**src/design/swrs_pkg.sv**
```systemverilog
// Package: register map, field positions, reset values, timing and states of the reset sequencer
package swrs_pkg;
  // Register byte addresses
  localparam logic [7:0] ADR_CTRL = 8'h00;
  localparam logic [7:0] ADR_STAT = 8'h04;
  localparam logic [7:0] ADR_TWS  = 8'h08;
  localparam logic [7:0] ADR_PHY  = 8'h0C;
  localparam logic [7:0] ADR_BRG  = 8'h10;
  // switch_control_reg fields
  localparam int CTL_FUND = 0;
  localparam int CTL_HOT  = 1;
  localparam int CTL_HALT = 2;
  localparam int CTL_LDD  = 3;
  localparam int CTL_HEL  = 4;
  localparam int CTL_SBR  = 5;
  // switch_status_reg fields
  localparam int STS_HALT  = 0;
  localparam int STS_MODE  = 1;
  localparam int STS_SLOW  = 4;
  localparam int STS_ADDR  = 5;
  localparam int STS_STATE = 12;
  // twowire_status_reg fields
  localparam int TWS_DONE = 0;
  localparam int TWS_ERR  = 1;
  localparam int TWS_CODE = 4;
  // phy_link_state0_reg and bridge_control_reg fields
  localparam int PHY_RETRAIN = 0;
  localparam int BRG_SBR     = 0;
  // Reset values
  localparam logic [7:0] PHY_RST = 8'h00;
  // Operating modes
  localparam logic [2:0] MODE_NORMAL = 3'h0;
  localparam logic [2:0] MODE_EEPROM = 3'h1;
  // Timing
  localparam int CLK_KHZ     = 50_000;
  localparam int TW_SLOW_KHZ = 100;
  localparam int TW_FAST_KHZ = 400;
  localparam logic [8:0] DIV_SLOW = 9'(CLK_KHZ / TW_SLOW_KHZ);
  localparam logic [8:0] DIV_FAST = 9'(CLK_KHZ / TW_FAST_KHZ);
  localparam int LT_MS      = 20;
  localparam int CR_MS      = 100;
  localparam int LT_CYC_DEF = CLK_KHZ * LT_MS;
  localparam int CR_CYC_DEF = CLK_KHZ * CR_MS;
  // Secondary reset steps
  localparam logic [2:0] SB_IDLE = 3'h0;
  localparam logic [2:0] SB_TS1  = 3'h1;
  localparam logic [2:0] SB_REGS = 3'h2;
  localparam logic [2:0] SB_DISC = 3'h3;
  localparam logic [2:0] SB_HOLD = 3'h4;
  // Sequencer states, Gray coded along the cold path through S_EEP
  typedef enum logic [3:0] {
    S_RST = 4'h0, S_PLL = 4'h1, S_TRAIN = 4'h3, S_FREQ = 4'h2, S_SLV = 4'h6,
    S_MST = 4'h7, S_EEP = 4'h5, S_HALT = 4'h4, S_RUN = 4'hC, S_HOT = 4'hD
  } swrs_state_type;
endpackage : swrs_pkg

```
**src/design/swrs_top.sv**
```systemverilog
// Reset sequencer of a packet switch with APB register access
`timescale 1ns/100ps
module swrs_top
  import swrs_pkg::*;
#(
  parameter int LT_CYC = LT_CYC_DEF,
  parameter int CR_CYC = CR_CYC_DEF
)(
  input  wire logic        clk,
  input  wire logic        rst_n,
  input  wire logic        psel,
  input  wire logic        penable,
  input  wire logic        pwrite,
  input  wire logic [7:0]  paddr,
  input  wire logic [31:0] pwdata,
  output logic [31:0]      prdata,
  output logic             pready,
  output logic             pslverr,
  input  wire logic        fundamental_reset_in_n,
  input  wire logic        reset_halt,
  input  wire logic        master_twowire_slow_sel,
  input  wire logic [3:0]  slave_twowire_addr_pins,
  input  wire logic [2:0]  switch_operating_mode_pins,
  input  wire logic        pll_serdes_ready,
  input  wire logic        hot_reset_ts1_rx,
  input  wire logic        upstream_dl_down,
  input  wire logic        eep_wr_valid,
  output logic             eep_wr_ready,
  input  wire logic [7:0]  eep_wr_addr,
  input  wire logic [31:0] eep_wr_data,
  input  wire logic        eep_load_done,
  input  wire logic        eep_load_err,
  input  wire logic [3:0]  eep_err_code,
  output logic             eep_load_req,
  output logic             pll_serdes_en,
  output logic             link_train_en,
  output logic             cfg_retry_only,
  output logic             core_run,
  output logic             slv_twowire_en,
  output logic [3:0]       slv_twowire_addr,
  output logic             mst_twowire_en,
  output logic             mst_twowire_tick,
  output logic             phy_retrain,
  output logic             ds_hot_ts1,
  output logic             ds_reg_clear,
  output logic             ds_tlp_discard,
  output logic             ds_port_reset,
  output logic             us_secondary_ur
);
  localparam logic [22:0] LT_N = 23'(LT_CYC);
  localparam logic [22:0] CR_N = 23'(CR_CYC);

  swrs_state_type state_q, state_d;
  logic        hot_q, pin_prev_q, dl_prev_q, ack_q, err_q;
  logic        fund_pend_q, hot_pend_q, boot_halt_q;
  logic        ctl_halt_q, ctl_ldd_q, ctl_hel_q, brg_sbr_q, sts_halt_q;
  logic        tw_done_q, tw_err_q;
  logic [3:0]  tw_code_q;
  logic [2:0]  mode_q, sb_q;
  logic        slow_q;
  logic [7:0]  phy_q;
  logic [22:0] timer_q;
  logic [8:0]  div_q;
  logic        pin_rise, fund_cond, hot_req, in_hot, in_sb, eep_go;
  logic        apb_wr, wr_en;
  logic [7:0]  wa;
  logic [31:0] wd;

  // Address decode shared by reads and writes
  function automatic logic hit(input logic [7:0] a, input logic [7:0] r);
    hit = (a == r);
  endfunction : hit

  // Register read view; hot reset hides link state and bridge, secondary reset shows the link state default
  function automatic logic [31:0] rd_word(input logic [7:0] a);
    rd_word = 32'h0;
    if (hit(a, ADR_CTRL))
    begin
      rd_word[CTL_HALT] = ctl_halt_q;
      rd_word[CTL_LDD]  = ctl_ldd_q;
      rd_word[CTL_HEL]  = ctl_hel_q;
      rd_word[CTL_SBR]  = brg_sbr_q;
    end
    else if (hit(a, ADR_STAT))
    begin
      rd_word[STS_HALT]            = sts_halt_q;
      rd_word[STS_MODE+:3]         = mode_q;
      rd_word[STS_SLOW]            = slow_q;
      rd_word[STS_ADDR+:4]         = slv_twowire_addr;
      rd_word[STS_STATE+:4]        = state_q;
    end
    else if (hit(a, ADR_TWS))
    begin
      rd_word[TWS_DONE]   = tw_done_q;
      rd_word[TWS_ERR]    = tw_err_q;
      rd_word[TWS_CODE+:4] = tw_code_q;
    end
    else if (hit(a, ADR_PHY) && !in_hot)
      rd_word[7:0] = in_sb ? PHY_RST : phy_q;
    else if (hit(a, ADR_BRG) && !in_hot)
      rd_word[BRG_SBR] = brg_sbr_q;
  endfunction : rd_word

  // Reset conditions and triggers
  assign pin_rise  = fundamental_reset_in_n && !pin_prev_q;
  assign fund_cond = !fundamental_reset_in_n || fund_pend_q;
  assign hot_req   = hot_reset_ts1_rx || hot_pend_q
                   || (upstream_dl_down && !dl_prev_q && !ctl_ldd_q);
  assign in_hot    = (state_q == S_HOT);
  assign in_sb     = (sb_q != SB_IDLE);
  assign eep_go    = (mode_q == MODE_EEPROM) && !(hot_q && ctl_hel_q);

  // APB slave: one wait state, answer registered
  assign apb_wr       = psel && penable && pwrite && ack_q;
  assign eep_wr_ready = !apb_wr;
  assign wr_en        = apb_wr || eep_wr_valid;
  assign wa           = apb_wr ? paddr : eep_wr_addr;
  assign wd           = apb_wr ? pwdata : eep_wr_data;
  assign pready       = ack_q;
  assign pslverr      = ack_q && err_q;

  always_ff @(posedge clk)
  begin
    if (!rst_n)
    begin
      ack_q  <= 1'b0;
      err_q  <= 1'b0;
      prdata <= 32'h0;
    end
    else
    begin
      ack_q <= psel && penable && !ack_q;
      if (psel && penable && !ack_q)
      begin
        err_q  <= !(hit(paddr, ADR_CTRL) || hit(paddr, ADR_STAT) || hit(paddr, ADR_TWS)
                    || hit(paddr, ADR_PHY) || hit(paddr, ADR_BRG));
        prdata <= pwrite ? 32'h0 : rd_word(paddr);
      end
    end
  end

  // Edge history and boot vector sampling at pin release
  always_ff @(posedge clk)
  begin
    if (!rst_n)
    begin
      pin_prev_q  <= 1'b0;
      dl_prev_q   <= 1'b0;
      mode_q      <= MODE_NORMAL;
      slow_q      <= 1'b0;
      boot_halt_q <= 1'b0;
      slv_twowire_addr <= 4'h0;
    end
    else
    begin
      pin_prev_q <= fundamental_reset_in_n;
      dl_prev_q  <= upstream_dl_down;
      if (pin_rise)
      begin
        mode_q           <= switch_operating_mode_pins;
        slow_q           <= master_twowire_slow_sel;
        boot_halt_q      <= reset_halt;
        slv_twowire_addr <= slave_twowire_addr_pins;
      end
    end
  end

  // Pending triggers start their reset only after the write has completed
  always_ff @(posedge clk)
  begin
    if (!rst_n)
    begin
      fund_pend_q <= 1'b0;
      hot_pend_q  <= 1'b0;
    end
    else
    begin
      fund_pend_q <= (apb_wr && hit(wa, ADR_CTRL) && wd[CTL_FUND])
                     || (fund_pend_q && state_q != S_RST);
      hot_pend_q  <= (apb_wr && hit(wa, ADR_CTRL) && wd[CTL_HOT] && !in_hot)
                     || (hot_pend_q && !in_hot);
    end
  end

  // Control bits; fundamental reset clears all but halt, which loads the halt strap; hot reset only non-sticky
  always_ff @(posedge clk)
  begin
    if (!rst_n)
    begin
      ctl_halt_q <= 1'b0;
      ctl_ldd_q  <= 1'b0;
      ctl_hel_q  <= 1'b0;
      brg_sbr_q  <= 1'b0;
      phy_q      <= PHY_RST;
    end
    else if (state_q == S_RST)
    begin
      ctl_halt_q <= pin_rise ? reset_halt : boot_halt_q;
      ctl_ldd_q  <= 1'b0;
      ctl_hel_q  <= 1'b0;
      brg_sbr_q  <= 1'b0;
      phy_q      <= PHY_RST;
    end
    else if (in_hot)
    begin
      ctl_halt_q <= 1'b0;
      brg_sbr_q  <= 1'b0;
      phy_q      <= PHY_RST;
    end
    else
    begin
      if (state_q == S_EEP && eep_load_err)
        ctl_halt_q <= 1'b1;
      else if (wr_en && hit(wa, ADR_CTRL))
        ctl_halt_q <= wd[CTL_HALT];
      if (wr_en && hit(wa, ADR_CTRL))
      begin
        ctl_ldd_q <= wd[CTL_LDD];
        ctl_hel_q <= wd[CTL_HEL];
      end
      if (wr_en && hit(wa, ADR_BRG))
        brg_sbr_q <= wd[BRG_SBR];
      if (wr_en && hit(wa, ADR_PHY) && !in_sb)
        phy_q <= {wd[7:1], 1'b0};
    end
  end

  // Retrain pulse on a write of the retrain bit
  always_ff @(posedge clk)
  begin
    if (!rst_n)
      phy_retrain <= 1'b0;
    else
      phy_retrain <= wr_en && hit(wa, ADR_PHY) && wd[PHY_RETRAIN]
                     && !in_hot && !in_sb && state_q != S_RST;
  end

  // Status flags: hardware set wins over write-one-to-clear
  always_ff @(posedge clk)
  begin
    if (!rst_n || state_q == S_RST)
    begin
      sts_halt_q <= 1'b0;
      tw_done_q  <= 1'b0;
      tw_err_q   <= 1'b0;
      tw_code_q  <= 4'h0;
    end
    else
    begin
      if (state_q == S_TRAIN && !hot_q && reset_halt)
        sts_halt_q <= 1'b1;
      else if (wr_en && hit(wa, ADR_STAT) && wd[STS_HALT])
        sts_halt_q <= 1'b0;
      if (state_q == S_EEP && (eep_load_done || eep_load_err))
        tw_done_q <= 1'b1;
      else if (wr_en && hit(wa, ADR_TWS) && wd[TWS_DONE])
        tw_done_q <= 1'b0;
      if (state_q == S_EEP && eep_load_err)
      begin
        tw_err_q  <= 1'b1;
        tw_code_q <= eep_err_code;
      end
      else if (wr_en && hit(wa, ADR_TWS) && wd[TWS_ERR])
        tw_err_q <= 1'b0;
    end
  end

  // Sequencer next state
  always_comb
  begin
    state_d = state_q;
    unique case (state_q)
      S_RST:   state_d = S_PLL;
      S_PLL:   if (pll_serdes_ready || timer_q >= LT_N) state_d = S_TRAIN;
      S_TRAIN: state_d = !hot_q ? S_FREQ : (eep_go ? S_EEP : S_HALT);
      S_FREQ:  state_d = S_SLV;
      S_SLV:   state_d = S_MST;
      S_MST:   state_d = eep_go ? S_EEP : S_HALT;
      S_EEP:   if (eep_load_done || eep_load_err) state_d = S_HALT;
      S_HALT:  if (!ctl_halt_q) state_d = S_RUN;
      S_RUN:   state_d = S_RUN;
      S_HOT:   if (!hot_reset_ts1_rx) state_d = S_TRAIN;
    endcase
    if (fund_cond)
      state_d = S_RST;
    else if (hot_req && state_q != S_RST && state_q != S_PLL)
      state_d = S_HOT;
  end

  // Sequencer state and hot flag
  always_ff @(posedge clk)
  begin
    if (!rst_n)
    begin
      state_q <= S_RST;
      hot_q   <= 1'b0;
    end
    else
    begin
      state_q <= state_d;
      if (state_d == S_RST)
        hot_q <= 1'b0;
      else if (state_d == S_HOT)
        hot_q <= 1'b1;
    end
  end

  // Time since the reset condition cleared, saturating
  always_ff @(posedge clk)
  begin
    if (!rst_n || state_q == S_RST || in_hot)
      timer_q <= 23'h0;
    else if (timer_q < CR_N)
      timer_q <= timer_q + 23'h1;
  end

  // Two-wire enables survive hot and secondary resets
  always_ff @(posedge clk)
  begin
    if (!rst_n || state_q == S_RST)
    begin
      slv_twowire_en <= 1'b0;
      mst_twowire_en <= 1'b0;
    end
    else
    begin
      if (state_q == S_SLV)
        slv_twowire_en <= 1'b1;
      if (state_q == S_MST)
        mst_twowire_en <= 1'b1;
    end
  end

  // Master bit-rate enable divider
  always_ff @(posedge clk)
  begin
    if (!rst_n || !mst_twowire_en)
    begin
      div_q            <= 9'h0;
      mst_twowire_tick <= 1'b0;
    end
    else
    begin
      div_q            <= (div_q == (slow_q ? DIV_SLOW : DIV_FAST) - 9'h1) ? 9'h0
                          : div_q + 9'h1;
      mst_twowire_tick <= (div_q == 9'h0);
    end
  end

  // Upstream secondary reset steps
  always_ff @(posedge clk)
  begin
    if (!rst_n || state_q == S_RST || in_hot)
      sb_q <= SB_IDLE;
    else
    begin
      unique case (sb_q)
        SB_IDLE: if (brg_sbr_q) sb_q <= SB_TS1;
        SB_TS1:  sb_q <= SB_REGS;
        SB_REGS: sb_q <= SB_DISC;
        SB_DISC: sb_q <= SB_HOLD;
        SB_HOLD: if (!brg_sbr_q) sb_q <= SB_IDLE;
        default: sb_q <= SB_IDLE;
      endcase
    end
  end

  // Sequencer outputs
  assign pll_serdes_en   = (state_q != S_RST);
  assign link_train_en   = !(state_q inside {S_RST, S_PLL, S_HOT});
  assign cfg_retry_only  = !(state_q inside {S_RST, S_PLL, S_HOT, S_RUN});
  assign core_run        = (state_q == S_RUN);
  assign eep_load_req    = (state_q == S_EEP);
  assign ds_hot_ts1      = in_hot || sb_q == SB_TS1;
  assign ds_reg_clear    = (sb_q == SB_REGS);
  assign ds_tlp_discard  = (sb_q == SB_DISC);
  assign ds_port_reset   = in_sb;
  assign us_secondary_ur = in_sb;
endmodule : swrs_top

```
**config.mk**
```make
export PLATFORM = sky130hd
export DESIGN_NAME = swrs_top
export DESIGN_NICKNAME = d
export VERILOG_FILES = /design/src/design/swrs_pkg.sv /design/src/design/swrs_top.sv
export SDC_FILE = /design/constraint.sdc
export NUM_CORES = 1
export LEC_CHECK = 0
export ABC_CLOCK_PERIOD_IN_PS = 3400
export CAP_MARGIN = 10
export CORE_MARGIN = 2
export CORE_UTILIZATION = 55
export DETAILED_ROUTE_END_ITERATION = 10
export DONT_BUFFER_PORTS = 1
export HOLD_SLACK_MARGIN = 0.15
export PLACE_DENSITY_LB_ADDON = 0.1
export RECOVER_POWER = 25
export SETUP_SLACK_MARGIN = 0.05
export SLEW_MARGIN = 30
export SYNTH_ARGS = -nofsm -noshare
export SYNTH_HDL_FRONTEND = slang
export SYNTH_SLANG_ARGS = --single-unit
```
**constraint.sdc**
```tcl
create_clock -name clk -period 3.4 [get_ports clk]
set_clock_uncertainty 0.05 [all_clocks]
set_input_delay 0.34 -clock clk [delete_from_list [all_inputs] [get_ports clk]]
set_output_delay 0.34 -clock clk [all_outputs]
set_load 0.05 [all_outputs]
```
==> flow_metrics.py <==
metrics = {
    "outcome": {
        "result_of_the_run": "completed",
    },
    "critical_path": {
        "timing.critical_path.max_delay_family": "flip-flops",
        "critical_path.cell_chain": "and4_1, buf_4, inv_2, mux2i_1, nand2b_1, a2111oi_0, nor3_1",
        "cp.required_ps": 3590,
        "r2r_end": "phy_q[5]",
        "setup.worst_path.start_class": "register",
        "kind_of_end_point_of_the_critical_path": "register",
        "critPathSlowestCell": "sky130_fd_sc_hd__dfxtp_1",
        "timing.setup.critical_path_class": "register to register",
        "timing.rr.start": "pready",
        "timing.critical_path.slowest_cell_delay_ps": 700,
        "cp_max_fo": 16,
        "worstPathArrival_ps": 2860,
        "reg2reg_slack_ps": 730,
        "ff2ff_path_depth": 7,
        "cp.buffers_inverters": 2,
    },
    "sta": {
        "worstMarginPinSlew_ps": 953,
        "fmax_ghz": 0.375,
        "setup_viol": 0,
        "rsz_0062_raised_after_global_routing": "false",
        "hold_viol": 0,
        "relSlewSlack_pct": 36.0,
        "fin_crit_sh_pct": 78.5,
        "min_period_ps": 2670,
        "slew_violations": 0,
        "holdWs_ps": 175,
        "tns_ps": 0,
    },
    "synthesis": {
        "synth.ff_latch_count": 90,
        "synth-simple-area-share_pct": 30.6,
        "proportion_of_synthesized_area_in_mux_cells_pct": 1.05,
        "synth-edff-count": 0,
        "post_synthesis_xor_xnor_area_fraction_pct": 1.83,
        "avgSynthCellArea_um2": 7.92,
        "synth.distinct_cells": 61,
        "syn_area_mm2": 0.00478,
        "register_area_share_after_synthesis_pct": 37.7,
        "synthCells": 603,
        "synth_compound_gate_area_share_pct": 20.4,
        "synth_top_family_by_area": "simple AND/OR/NAND/NOR gates",
        "count_of_synthesis_stage_warnings_from_yosys": 0,
        "post_synth_fa_ha_maj_area_fraction_pct": 1.05,
        "postSynth.topFlopCell": "sky130_fd_sc_hd__dfxtp_1",
        "synth-async-reset-ratio_pct": 0,
    },
    "die": {
        "num_io_pins": 158,
        "floorplan.initialDensity_pct": 57.5,
        "dieWidth_um": 97.2,
        "floorplan.rows": 33,
        "core_area_mm2": 0.00830,
        "floorplan.die_area_mm2": 0.00944,
        "die-height_um": 97.2,
    },
    "power": {
        "p_per_area_mw_per_mm2": 396,
        "post-layout-total-power_mw": 2.08,
        "power_frac_comb_pct": 7.8,
        "ir_drop_mv": 0.215,
        "seq_power_share_pct": 52.2,
        "power.static_leakage_nw": 1.69,
        "netSwitchingFraction_pct": 25.3,
        "internal-power_mw": 1.56,
        "power_frac_clock_pct": 40.0,
        "switching_power_total_uw": 526,
    },
    "global_routing": {
        "number_of_global_route_vias_before_repair": 4064,
        "grt_first_pass_wirelength_mm": 19.9,
        "grt_antenna_before_repair": 0,
        "global_route.overflow_total": 0,
        "grt_max_degree": 28,
        "gr-usage-all-layers_pct": 25.7,
    },
    "layout": {
        "final_layout_size_suffix_gt1_share_pct": 6.11,
        "layout.cells.most_common": "sky130_fd_sc_hd__dfxtp_1",
        "fin_nets": 726,
        "antennaDiodeCount": 0,
        "area_growth_syn_to_layout_pct": 10.2,
        "mostFrequentLayoutCells": "sky130_fd_sc_hd__dfxtp_1, sky130_fd_sc_hd__nand2_1, sky130_fd_sc_hd__nor2_1",
        "finished_layout_cell_area_mm2": 0.00527,
        "fillerInstances": 762,
    },
    "routing": {
        "vias": 4409,
        "initialDrtViolationCount": 225,
        "routed_wirelength_mm": 12.1,
        "avgViaCountPerCell": 6.06,
        "drcViolationCount": 0,
        "routedWlPerCell_um": 16.6,
        "drt-pass1-iter-count": 5,
        "final_antenna_net_count": 0,
    },
    "min_path": {
        "worst_hold_path.endpoint": "tw_done_q",
        "hold-path-cell-count": 2,
        "worst_hold_startpoint": "eep_load_done",
        "worstHoldPathType": "input port to register",
    },
    "clock_tree": {
        "clk_transition_reported_paths_ps": 100,
        "clkLatencyLatePin_ps": 360,
        "cts_root_buffer": "sky130_fd_sc_hd__clkbuf_8",
        "clock_path_buffers": 2,
        "clock_sinks": 90,
        "cts-htree-levels": 3,
        "post_cts_resize_count": 0,
        "tritoncts": "yes",
        "cts_made_buffers": 9,
    },
    "place": {
        "place.detailed.hpwl_mm": 8.47,
        "dpl_cell_area_mm2": 0.00475,
        "placer_congestion_estimate": 0.896,
        "io_buffer_count": 0,
    },
    "job": {
        "drv_cap": 0,
    },
}
flip-flops by register name, indices dropped and copies added (netlist names), 3 cells and up:
register          cells
state_q               4
timer_q              23
div_q                 9
sb_q                  3
prdata               13
slv_twowire_addr      4
mode_q                3
phy_q                 7
tw_code_q             4
worst max-delay path by stage:
stage          slack (ps)        from             end  depth (start not counted)
4_1_cts               770      pready        phy_q[5]                          7
5_1_grt               510      pready        phy_q[6]                          7
3_3_place_gp          860      pready        phy_q[6]                          7
3_5_place_dp          780      pready        phy_q[5]                          7
6_report              730      pready        phy_q[5]                          7
2_1_floorplan         620  state_q[0]  cfg_retry_only                          4
cells by family (layout without fill, tap and decap cells):
group,after synthesis,after routing
XOR/XNOR,10,10
AO/OA/AOI/OAI,150,150
flip-flops,90,90
multiplexers,5,5
adder cells (fa/ha/maj),4,4
buffers and inverters,68,69
AND/OR/NAND/NOR,275,275
other,1,19
routing by layer:
layer	share of wire, %	GRT usage [%]	up-vias
li1	-	-	2157
met1	43	33.2	2080
met2	48	41.2	153
met3	6.8	6.76	19
met4	2.2	9.97	0
met5	0	0	-
through the flow:
stage | setup WS (ps) | std cells | util, %
after global routing | 512 | 727 | 63.4
after global placement | 856 | 682 | 57.2
after CTS | 767 | 727 | 63.4
final | 731 | 727 | 63.4
after floorplan | 625 | 621 | -
after detailed placement | 782 | 682 | 57.2
power by group through the flow:
stage | Combinational, mW | Sequential (mW) | Clock [mW]
2_1_floorplan | 0.149 | 1.11 | 0
3_3_place_gp | 0.132 | 1.11 | 0
3_5_place_dp | 0.133 | 1.11 | 0
4_1_cts | 0.161 | 1.09 | 0.847
5_1_grt | 0.176 | 1.09 | 0.895
6_report | 0.162 | 1.09 | 0.833
what timing repair did:
action                    in CTS  in global routing
hold endpoints to repair      39                  0
hold buffers                  29                  0
setup buffers                  0                  0
area by class of cell:
class | count | area (um2) | area share, %
Clock inverter | 5 | 85.1 | 1.62
Timing Repair Buffer | 34 | 328 | 6.23
Tap cell | 105 | 131 | 2.50
Inverter | 19 | 71.3 | 1.35
Sequential cell | 90 | 1800 | 34.2
Multi-Input combinational cell | 463 | 2710 | 51.4
Clock buffer | 11 | 141 | 2.69
synth_stat cells (3+ instances only):
library cell,number,area (um2)
sky130_fd_sc_hd__nor4_1,7,43.8
sky130_fd_sc_hd__mux2i_1,5,50.1
sky130_fd_sc_hd__or4_1,6,45.0
sky130_fd_sc_hd__o211ai_1,3,22.5
sky130_fd_sc_hd__nor4b_1,4,35.0
sky130_fd_sc_hd__and3_1,4,25.0
sky130_fd_sc_hd__or3_1,20,125
sky130_fd_sc_hd__ha_1,4,50.1
sky130_fd_sc_hd__dfxtp_1,90,1800
sky130_fd_sc_hd__nor2_1,43,161
sky130_fd_sc_hd__a21boi_0,11,82.6
sky130_fd_sc_hd__nor3_1,25,125
sky130_fd_sc_hd__inv_1,18,67.6
sky130_fd_sc_hd__a32oi_1,3,26.3
sky130_fd_sc_hd__clkbuf_1,23,86.3
sky130_fd_sc_hd__o21ai_0,41,205
sky130_fd_sc_hd__or2_2,3,18.8
sky130_fd_sc_hd__xnor2_1,8,70.1
sky130_fd_sc_hd__a32o_1,6,60.1
sky130_fd_sc_hd__and2_1,13,81.3
sky130_fd_sc_hd__nand4_1,9,56.3
sky130_fd_sc_hd__o31ai_1,6,45.0
sky130_fd_sc_hd__a21oi_1,42,210
sky130_fd_sc_hd__nor2b_1,14,87.6
sky130_fd_sc_hd__nand3_1,24,120
sky130_fd_sc_hd__o21a_1,3,22.5
sky130_fd_sc_hd__a2111oi_0,4,35.0
sky130_fd_sc_hd__a31oi_1,6,37.5
sky130_fd_sc_hd__nand2_1,71,267
sky130_fd_sc_hd__buf_4,21,158
sky130_fd_sc_hd__a22oi_1,9,67.6
sky130_fd_sc_hd__nor3b_1,8,60.1
sky130_fd_sc_hd__nand2b_1,12,75.1
Power figures use the tool's default switching activity.
